**src/inc/plcs_defs.svh**
```systemverilog
`ifndef PLCS_DEFS_SVH
`define PLCS_DEFS_SVH

// register indices; byte address is four times the index
`define PLCS_IDX_LINK_CTL 12'h050
`define PLCS_IDX_LINK_STS 12'h052
`define PLCS_IDX_SW_CTL 12'h060

// link control word bits
`define PLCS_CTL_RCB 3
`define PLCS_CTL_DIS 4
`define PLCS_CTL_RETRAIN 5
`define PLCS_CTL_COMMON_CLOCK_CONFIG 6
`define PLCS_CTL_EXTENDED_SYNC 7
`define PLCS_CTL_CPM 8

// link status word fields
`define PLCS_STS_SPEED_LSB 0
`define PLCS_STS_SPEED_MSB 3
`define PLCS_STS_WIDTH_LSB 4
`define PLCS_STS_WIDTH_MSB 9
`define PLCS_STS_TRAINING_ERROR 10
`define PLCS_STS_TRAIN 11
`define PLCS_STS_SCLK 12
`define PLCS_STS_DLLA 13

// switch control word bits
`define PLCS_SW_UNLOCK 0

// field codes and reset values
`define PLCS_SPEED_RST 4'h1
`define PLCS_SPEED_GEN1 4'h1
`define PLCS_SPEED_GEN2 4'h2
`define PLCS_WIDTH_X1 6'h01
`define PLCS_WIDTH_X2 6'h02
`define PLCS_WIDTH_X4 6'h04
`define PLCS_HTRANS_NONSEQ 2'h2
`define PLCS_HSIZE_WORD 3'h2

`endif

```
**src/inc/plcs_pkg.sv**
```systemverilog
package plcs_pkg;

    // status coming from the training and data link state machines
    typedef struct packed {
        logic [3:0] link_speed;
        logic [5:0] link_width;
        logic training_in_progress;
        logic training_error;
        logic dl_link_active_status;
    } plcs_ltssm_stat_t;

    // controls presented to the training state machine
    typedef struct packed {
        logic link_disable;
        logic link_retrain;
        logic common_clock_config;
        logic extended_sync;
        logic slot_clock_config;
    } plcs_ltssm_ctl_t;

    // ahb data phase tracking
    typedef enum logic [1:0] {
        PLCS_IDLE,
        PLCS_WR,
        PLCS_RD_WAIT,
        PLCS_RD_DONE
    } plcs_phase_t;

endpackage : plcs_pkg

```
**src/hw/plcs_link_regs.sv**
```systemverilog
// The AHB-Lite slave port was decided locally.
`timescale 1ns/100ps
`default_nettype none
`include "plcs_defs.svh"

module plcs_link_regs #(
    parameter bit UPSTREAM_PORT = 1'b0,
    parameter bit REV_1_0A = 1'b1,
    parameter logic [5:0] INIT_WIDTH = 6'h04
) (
    input wire logic clock_i,
    input wire logic nrst_i,
    input wire logic hsel_i,
    input wire logic [31:0] haddr_i,
    input wire logic [1:0] htrans_i,
    input wire logic hwrite_i,
    input wire logic [2:0] hsize_i,
    input wire logic [31:0] hwdata_i,
    input wire logic hready_i,
    output logic hreadyout_o,
    output logic hresp_o,
    output logic [31:0] hrdata_o,
    input wire logic upstream_common_clock_strap_i,
    input wire logic downstream_common_clock_strap_i,
    input wire logic cfg_load_i,
    input wire logic cfg_slot_clock_i,
    input wire plcs_pkg::plcs_ltssm_stat_t ltssm_stat_i,
    output plcs_pkg::plcs_ltssm_ctl_t ltssm_ctl_o
);

    plcs_pkg::plcs_phase_t phase;
    logic [11:0] addr_idx;
    logic addr_hit;
    logic accept;
    logic wr_ctl;
    logic wr_sw;
    logic [31:0] rd_word;

    logic link_disable;
    logic link_retrain;
    logic common_clock_config;
    logic extended_sync;
    logic register_write_unlock;
    logic slot_clock_config;
    logic strap_taken;
    logic [3:0] link_speed;
    logic [5:0] link_width;
    logic training_in_progress;
    logic training_error;
    logic dl_link_active_status;
    plcs_pkg::plcs_phase_t next_phase;
    logic next_link_disable;
    logic next_common_clock_config;
    logic next_extended_sync;
    logic next_register_write_unlock;
    logic retrain_allowed;
    logic next_link_retrain;
    logic next_slot_clock_config;
    logic speed_legal;
    logic width_legal;
    logic [3:0] next_link_speed;
    logic [5:0] next_link_width;
    logic training_start;
    logic next_training_error;
    logic [15:0] ctl_view;
    logic [15:0] sts_view;
    logic [15:0] sw_view;

    // upper address bits must be zero for a hit
    assign addr_hit = (haddr_i[31:14] == 18'h00000) && (haddr_i[1:0] == 2'h0);
    assign accept = hsel_i && hready_i && (htrans_i == `PLCS_HTRANS_NONSEQ)
        && (hsize_i == `PLCS_HSIZE_WORD);

    // address phase capture; unmapped addresses get a harmless index
    always_ff @(posedge clock_i or negedge nrst_i)
    begin
        if (!nrst_i)
        begin
            addr_idx <= 12'h000;
        end
        else if (accept)
        begin
            addr_idx <= addr_hit ? haddr_i[13:2] : 12'hFFF;
        end
    end

    // next bus phase; reads take one wait state so a write just before is seen
    always_comb
    begin
        next_phase = plcs_pkg::PLCS_IDLE;
        if (accept)
        begin
            next_phase = hwrite_i ? plcs_pkg::PLCS_WR : plcs_pkg::PLCS_RD_WAIT;
        end
        else if (phase == plcs_pkg::PLCS_RD_WAIT)
        begin
            next_phase = plcs_pkg::PLCS_RD_DONE;
        end
    end

    // bus phase register
    always_ff @(posedge clock_i or negedge nrst_i)
    begin
        if (!nrst_i)
        begin
            phase <= plcs_pkg::PLCS_IDLE;
        end
        else
        begin
            phase <= next_phase;
        end
    end

    assign hreadyout_o = (phase != plcs_pkg::PLCS_RD_WAIT);
    assign hresp_o = 1'b0;
    assign wr_ctl = (phase == plcs_pkg::PLCS_WR) && (addr_idx == `PLCS_IDX_LINK_CTL);
    assign wr_sw = (phase == plcs_pkg::PLCS_WR) && (addr_idx == `PLCS_IDX_SW_CTL);

    // link control as software sees it; hardwired bits kept explicit
    always_comb
    begin
        ctl_view = 16'h0000;
        ctl_view[`PLCS_CTL_RCB] = 1'b0;
        ctl_view[`PLCS_CTL_DIS] = link_disable;
        ctl_view[`PLCS_CTL_RETRAIN] = 1'b0;
        ctl_view[`PLCS_CTL_COMMON_CLOCK_CONFIG] = common_clock_config;
        ctl_view[`PLCS_CTL_EXTENDED_SYNC] = extended_sync;
        ctl_view[`PLCS_CTL_CPM] = 1'b0;
    end

    // link status as software sees it
    always_comb
    begin
        sts_view = 16'h0000;
        sts_view[`PLCS_STS_SPEED_MSB:`PLCS_STS_SPEED_LSB] = link_speed;
        sts_view[`PLCS_STS_WIDTH_MSB:`PLCS_STS_WIDTH_LSB] = link_width;
        sts_view[`PLCS_STS_TRAINING_ERROR] = training_error;
        sts_view[`PLCS_STS_TRAIN] = training_in_progress;
        sts_view[`PLCS_STS_SCLK] = slot_clock_config;
        sts_view[`PLCS_STS_DLLA] = dl_link_active_status;
    end

    // switch control holds only the unlock bit
    always_comb
    begin
        sw_view = 16'h0000;
        sw_view[`PLCS_SW_UNLOCK] = register_write_unlock;
    end

    // read mux; upper half of every word reads zero
    always_comb
    begin
        rd_word = 32'h00000000;
        case (addr_idx)
            `PLCS_IDX_LINK_CTL:
            begin
                rd_word = {16'h0000, ctl_view};
            end
            `PLCS_IDX_LINK_STS:
            begin
                rd_word = {16'h0000, sts_view};
            end
            `PLCS_IDX_SW_CTL:
            begin
                rd_word = {16'h0000, sw_view};
            end
            default:
            begin
                rd_word = 32'h00000000;
            end
        endcase
    end

    // read data registered at the end of the wait state
    always_ff @(posedge clock_i or negedge nrst_i)
    begin
        if (!nrst_i)
        begin
            hrdata_o <= 32'h00000000;
        end
        else if (phase == plcs_pkg::PLCS_RD_WAIT)
        begin
            hrdata_o <= rd_word;
        end
    end

    // control fields take write data only on a link control write
    always_comb
    begin
        next_link_disable = link_disable;
        next_common_clock_config = common_clock_config;
        next_extended_sync = extended_sync;
        if (wr_ctl)
        begin
            next_link_disable = hwdata_i[`PLCS_CTL_DIS];
            next_common_clock_config = hwdata_i[`PLCS_CTL_COMMON_CLOCK_CONFIG];
            next_extended_sync = hwdata_i[`PLCS_CTL_EXTENDED_SYNC];
        end
    end

    // writable link control fields; retrain-related fields land with the pulse
    always_ff @(posedge clock_i or negedge nrst_i)
    begin
        if (!nrst_i)
        begin
            link_disable <= 1'b0;
            common_clock_config <= 1'b0;
            extended_sync <= 1'b0;
        end
        else
        begin
            link_disable <= next_link_disable;
            common_clock_config <= next_common_clock_config;
            extended_sync <= next_extended_sync;
        end
    end

    // upstream retrain is locked out until software unlocks the switch registers
    assign retrain_allowed = !UPSTREAM_PORT || register_write_unlock;
    assign next_link_retrain = wr_ctl && hwdata_i[`PLCS_CTL_RETRAIN] && retrain_allowed;

    // one-cycle retrain request, same edge as the other fields update
    always_ff @(posedge clock_i or negedge nrst_i)
    begin
        if (!nrst_i)
        begin
            link_retrain <= 1'b0;
        end
        else
        begin
            link_retrain <= next_link_retrain;
        end
    end

    // unlock bit follows a switch control write, else holds
    assign next_register_write_unlock = wr_sw ? hwdata_i[`PLCS_SW_UNLOCK] : register_write_unlock;

    // switch control unlock bit
    always_ff @(posedge clock_i or negedge nrst_i)
    begin
        if (!nrst_i)
        begin
            register_write_unlock <= 1'b0;
        end
        else
        begin
            register_write_unlock <= next_register_write_unlock;
        end
    end

    // serial configuration load beats the strap, even on the first edge
    always_comb
    begin
        next_slot_clock_config = slot_clock_config;
        if (cfg_load_i)
        begin
            next_slot_clock_config = cfg_slot_clock_i;
        end
        else if (!strap_taken)
        begin
            next_slot_clock_config = UPSTREAM_PORT ? upstream_common_clock_strap_i
                : downstream_common_clock_strap_i;
        end
    end

    // strap caught on first edge after reset release, not in the reset branch
    always_ff @(posedge clock_i or negedge nrst_i)
    begin
        if (!nrst_i)
        begin
            strap_taken <= 1'b0;
            slot_clock_config <= 1'b0;
        end
        else
        begin
            strap_taken <= 1'b1;
            slot_clock_config <= next_slot_clock_config;
        end
    end

    // only documented codes are taken; a reserved code leaves the field alone
    assign speed_legal = (ltssm_stat_i.link_speed == `PLCS_SPEED_GEN1)
        || (ltssm_stat_i.link_speed == `PLCS_SPEED_GEN2);
    assign width_legal = (ltssm_stat_i.link_width == `PLCS_WIDTH_X1)
        || (ltssm_stat_i.link_width == `PLCS_WIDTH_X2)
        || (ltssm_stat_i.link_width == `PLCS_WIDTH_X4);
    assign next_link_speed = speed_legal ? ltssm_stat_i.link_speed : link_speed;
    assign next_link_width = width_legal ? ltssm_stat_i.link_width : link_width;

    // negotiated speed and width registers
    always_ff @(posedge clock_i or negedge nrst_i)
    begin
        if (!nrst_i)
        begin
            link_speed <= `PLCS_SPEED_RST;
            link_width <= INIT_WIDTH;
        end
        else
        begin
            link_speed <= next_link_speed;
            link_width <= next_link_width;
        end
    end

    // live state bits sampled once
    always_ff @(posedge clock_i or negedge nrst_i)
    begin
        if (!nrst_i)
        begin
            training_in_progress <= 1'b0;
            dl_link_active_status <= 1'b0;
        end
        else
        begin
            training_in_progress <= ltssm_stat_i.training_in_progress;
            dl_link_active_status <= ltssm_stat_i.dl_link_active_status;
        end
    end

    // a fresh training clears the flag, but an error in the same cycle wins
    assign training_start = ltssm_stat_i.training_in_progress && !training_in_progress;
    always_comb
    begin
        next_training_error = training_error;
        if (REV_1_0A && ltssm_stat_i.training_error)
        begin
            next_training_error = 1'b1;
        end
        else if (training_start)
        begin
            next_training_error = 1'b0;
        end
    end

    // sticky error register
    always_ff @(posedge clock_i or negedge nrst_i)
    begin
        if (!nrst_i)
        begin
            training_error <= 1'b0;
        end
        else
        begin
            training_error <= next_training_error;
        end
    end

    // link disable has no function on the upstream port
    assign ltssm_ctl_o.link_disable = link_disable && !UPSTREAM_PORT;
    assign ltssm_ctl_o.link_retrain = link_retrain;
    assign ltssm_ctl_o.common_clock_config = common_clock_config;
    assign ltssm_ctl_o.extended_sync = extended_sync;
    assign ltssm_ctl_o.slot_clock_config = slot_clock_config;

endmodule : plcs_link_regs

`default_nettype wire

```
**config.mk**
```make
export PLATFORM = sky130hd
export DESIGN_NAME = plcs_link_regs
export DESIGN_NICKNAME = d
export VERILOG_FILES = /design/src/inc/plcs_pkg.sv /design/src/hw/plcs_link_regs.sv
export VERILOG_INCLUDE_DIRS = /design/src /design/src/inc
export SDC_FILE = /design/constraint.sdc
export NUM_CORES = 1
export LEC_CHECK = 0
export BUFFER_PORTS_ARGS = -buffer_cell sky130_fd_sc_hd__clkbuf_2
export CAP_MARGIN = 20
export CORE_MARGIN = 5
export CORE_UTILIZATION = 35
export CTS_CLUSTER_DIAMETER = 60
export CTS_CLUSTER_SIZE = 14
export DETAILED_ROUTE_END_ITERATION = 12
export GPL_TIMING_DRIVEN = 0
export PLACE_DENSITY = 0.64
export RECOVER_POWER = 25
export SLEW_MARGIN = 30
export SYNTH_ARGS = -nofsm -noshare
export SYNTH_HDL_FRONTEND = slang
export SYNTH_SLANG_ARGS = --single-unit
export TNS_END_PERCENT = 100
```
**constraint.sdc**
```tcl
create_clock -name clock_i -period 1.4 [get_ports clock_i]
set_input_delay 0.07 -clock clock_i [delete_from_list [all_inputs] [get_ports clock_i]]
set_output_delay 0.07 -clock clock_i [all_outputs]
set_load 0.02 [all_outputs]
```
==> reports/metrics.yaml <==
grt_use_total_pct: 13.1
rrSetupSlack_ps: -30
grt_start_max_net_pins: 49
cts_tree: "done"
nFillCells: 603
worstSetupEndpointType: "flop"
ys_ff_latch: 48
core.rowCount: 29
r2r-end: "common_clock_config$_DFFE_PN0P_"
final_wirelength_mm: 5.55
synth-seq-area-share_pct: 51.8
timing.final.setup_violations: 3
initialDrtViolationCount: 63
initial_core_util_pct: 36.4
ff2ff_path_depth: 3
timing.hold.worst.class: "input port to flop"
maxClockFrequency_ghz: 0.700
postSynthCellCount: 232
grt_antenna_before_repair: 0
antennaDiodeCount: 0
slew-limit-headroom_pct: 56.2
unrepaired_setup_endpoints_after_global_routing: "true"
timing.hold.worst_endpoint: "extended_sync$_DFFE_PN0P_"
synth_top_family_by_area: "simple AND/OR/NAND/NOR gates"
synthMuxAreaShare_pct: 4.58
power.density_mw_per_mm2: 1010
cp_num_buf_inv: 0
failed_checks: "setup timing"
clock_latency_ps: 300
cts_clock_pin_slew_for_the_worst_setup_and_hold_paths_ps: 90
finalClockSkew_ps: 8.33
critPathMaxFanout: 4
first_global_vias: 2011
criticalPathCategory: "flop to flop"
route.detailed.vias_per_inst: 4.69
nNetsFinal: 448
path_delay_family: "simple AND/OR/NAND/NOR gates"
core_region_area_mm2: 0.00639
worst_path_max_delay_cell: "sky130_fd_sc_hd__dfrtp_1"
drt_pass1_iterations: 4
syn-cell-area_mm2: 0.00232
drt.antenna.violating_nets: 0
finalHoldViolCount: 0
ys_warn_count: 0
worst_hold_slack_ps: 14.5
cts.path.max_buffers: 2
cts_root_buffer: "sky130_fd_sc_hd__clkbuf_8"
ys_dominant_reg_cell: "sky130_fd_sc_hd__dfrtp_1"
num_ports: 130
die-height_um: 91.5
worst-endpoint-required_ps: 1590
period_share_pct: 102
die_x_um: 91.5
timing.critical_path.slowest_cell_delay_ps: 450
syn_to_final_growth_pct: 40.6
simple_gate_portion_of_the_synthesized_area_pct: 16.8
remaining_drc_errors: 0
cts_max_level: 2
die_area_mm2: 0.00836
first_pass_grt_wire_length_mm: 9.11
gr-total-overflow: 0
vdd_ir_drop_max_mv: 0.720
clock_period_minus_worst_slack_ps: 1430
asyncSetResetFlopFracSynth_pct: 100
holdCritStartpoint: "hwdata_i[7]"
synth-compound-area-share_pct: 14.1
synth_xor_xnor_area_share_pct: 0.754
r2r-start: "addr_idx[10]$_DFFE_PN0P_"
worst_slack_ps: -29.5
post_drt_wl_per_cell_um: 12.8
synth_enable_flop_cells: 0
cts_buffers: 5
synth.avg_cell_area_um2: 10.0
worstSetupStartpointType: "flop"
detailedPlacementHpwl_mm: 4.04
synth-adder-area-share_pct: 0
worst-endpoint-arrival_ps: 1620
synth_cell_type_count: 41
post-place-ws_ps: -294
drive_above_1_share_pct: 39.7
total_leakage_power_uw: 0.00165
max_cap_viol_count: 0
timing_worst_slew_pin_value_ps: 657
holdPathStages: 2
outcome: "finished, violations left"
final_max_slew_viol_count: 0
port_buffers: 80
crit_chain: "nor4b_4, nand4_4, mux2_2"
globalplace.congestion: 0.749
clock_sink_count: 48
via_count: 2040
through the flow:
stage	cell area [um2]	utilization (%)	instances	total power, uW	setup TNS [ps]
floorplan	2390	-	250	1950	0
global placement	2890	45.2	407	2130	-2970
detailed placement	2890	45.2	407	2150	-3430
CTS	3180	49.7	431	3240	-207
global route	3260	51.1	435	3460	-207
finish	3260	51.1	435	3290	-84.6
cell usage in the layout (no fill, tap or decap), types with 2 or more instances in the layout:
| cell type | n |
|---|---|
| sky130_fd_sc_hd__clkbuf_2 | 76 |
| sky130_fd_sc_hd__dfrtp_1 | 43 |
| sky130_fd_sc_hd__buf_4 | 32 |
| sky130_fd_sc_hd__conb_1 | 20 |
| sky130_fd_sc_hd__a21oi_1 | 18 |
| sky130_fd_sc_hd__nand2_1 | 17 |
| sky130_fd_sc_hd__nor2_1 | 17 |
| sky130_fd_sc_hd__a31oi_1 | 13 |
| sky130_fd_sc_hd__inv_1 | 12 |
| sky130_fd_sc_hd__dlygate4sd3_1 | 12 |
| sky130_fd_sc_hd__o21ai_1 | 10 |
| sky130_fd_sc_hd__o21ai_0 | 9 |
| sky130_fd_sc_hd__clkbuf_8 | 6 |
| sky130_fd_sc_hd__clkbuf_1 | 6 |
| sky130_fd_sc_hd__mux2_2 | 5 |
| sky130_fd_sc_hd__mux2i_1 | 5 |
| sky130_fd_sc_hd__and2_1 | 4 |
| sky130_fd_sc_hd__nand4_1 | 4 |
| sky130_fd_sc_hd__nor4_1 | 3 |
| sky130_fd_sc_hd__or4_1 | 3 |
| sky130_fd_sc_hd__dfrtp_2 | 3 |
| sky130_fd_sc_hd__nor4b_4 | 2 |
| sky130_fd_sc_hd__buf_6 | 2 |
| sky130_fd_sc_hd__buf_2 | 2 |
| sky130_fd_sc_hd__xor2_1 | 2 |
| sky130_fd_sc_hd__nor3_1 | 2 |
| sky130_fd_sc_hd__a21o_1 | 2 |
| sky130_fd_sc_hd__nor4bb_1 | 2 |
repair_timing:
item / in CTS / in global routing
pin swaps: 3 / 5
buffers inserted: 4 / 4
hold buffers: 12 / 0
hold endpoints to repair: 56 / 0
resized for setup: 6 / 25
setup endpoints to repair: 17 / 20
power by group:
part	internal (uW)	switching (uW)
clock network	538	480
registers	1490	121
logic	337	322
worst max path at each step:
stage | from | end | slack [ps] | cells after the start
2_1_floorplan | phase[1]$_DFF_PN0_ | phase[1]$_DFF_PN0_ | 50 | 4
3_3_place_gp | addr_idx[7]$_DFFE_PN0P_ | hrdata_o[3]$_DFFE_PN0P_ | -260 | 3
3_5_place_dp | addr_idx[9]$_DFFE_PN0P_ | hrdata_o[5]$_DFFE_PN0P_ | -290 | 3
4_1_cts | addr_idx[8]$_DFFE_PN0P_ | common_clock_config$_DFFE_PN0P_ | -70 | 3
5_1_grt | addr_idx[10]$_DFFE_PN0P_ | extended_sync$_DFFE_PN0P_ | -50 | 3
6_report | addr_idx[10]$_DFFE_PN0P_ | common_clock_config$_DFFE_PN0P_ | -30 | 3
layer usage:
metal / global-route usage [%] / routed length (um)
met2: 21.5 / 2820
met5: 0 / 0
met3: 3.55 / 332
met4: 4.03 / 21
met1: 16.7 / 2380
state kept, by name, summed over array words and instances (netlist names), 2 cells and up:
signal / count
addr_idx: 12
link_width: 6
link_speed: 4
hrdata_o: 14
phase: 2
cells by family after synthesis:
logic type / count (synthesis)
other: 2
AO/OA/AOI/OAI: 58
AND/OR/NAND/NOR: 66
XOR/XNOR: 2
buffers and inverters: 46
flip-flops: 48
multiplexers: 10
final cells by class:
| cell class | count | area [um2] | area share (%) |
|---|---|---|---|
| flip-flops and latches | 48 | 1210 | 37.0 |
| clock inverters | 3 | 46.3 | 1.42 |
| inverters | 13 | 48.8 | 1.49 |
| plain buffers | 33 | 238 | 7.28 |
| repair buffers | 100 | 583 | 17.9 |
| multi-input cells | 156 | 976 | 29.9 |
| clock buffers | 5 | 68.8 | 2.11 |
| well taps | 77 | 96.3 | 2.95 |
Yosys cell counts (2+ instances only):
master,count,area (um2)
sky130_fd_sc_hd__nor4bb_1,3,30.0
sky130_fd_sc_hd__nor3_1,3,15.0
sky130_fd_sc_hd__nand4_1,4,25.0
sky130_fd_sc_hd__o21ai_0,19,95.1
sky130_fd_sc_hd__mux2_2,5,56.3
sky130_fd_sc_hd__dfrtp_1,46,1150
sky130_fd_sc_hd__inv_1,13,48.8
sky130_fd_sc_hd__buf_4,25,188
sky130_fd_sc_hd__clkbuf_1,4,15.0
sky130_fd_sc_hd__xor2_1,2,17.5
sky130_fd_sc_hd__nor2b_1,2,12.5
sky130_fd_sc_hd__or4_1,3,22.5
sky130_fd_sc_hd__a21o_1,2,15.0
sky130_fd_sc_hd__mux2i_1,5,50.1
sky130_fd_sc_hd__buf_2,3,15.0
sky130_fd_sc_hd__nor4_1,3,18.8
sky130_fd_sc_hd__a31oi_1,13,81.3
sky130_fd_sc_hd__a21oi_1,18,90.1
sky130_fd_sc_hd__nand2_1,17,63.8
sky130_fd_sc_hd__and2_1,4,25.0
sky130_fd_sc_hd__dfstp_2,2,52.6
sky130_fd_sc_hd__conb_1,2,7.51
sky130_fd_sc_hd__nor2_1,16,60.1
(Power assumes the default switching activity.)
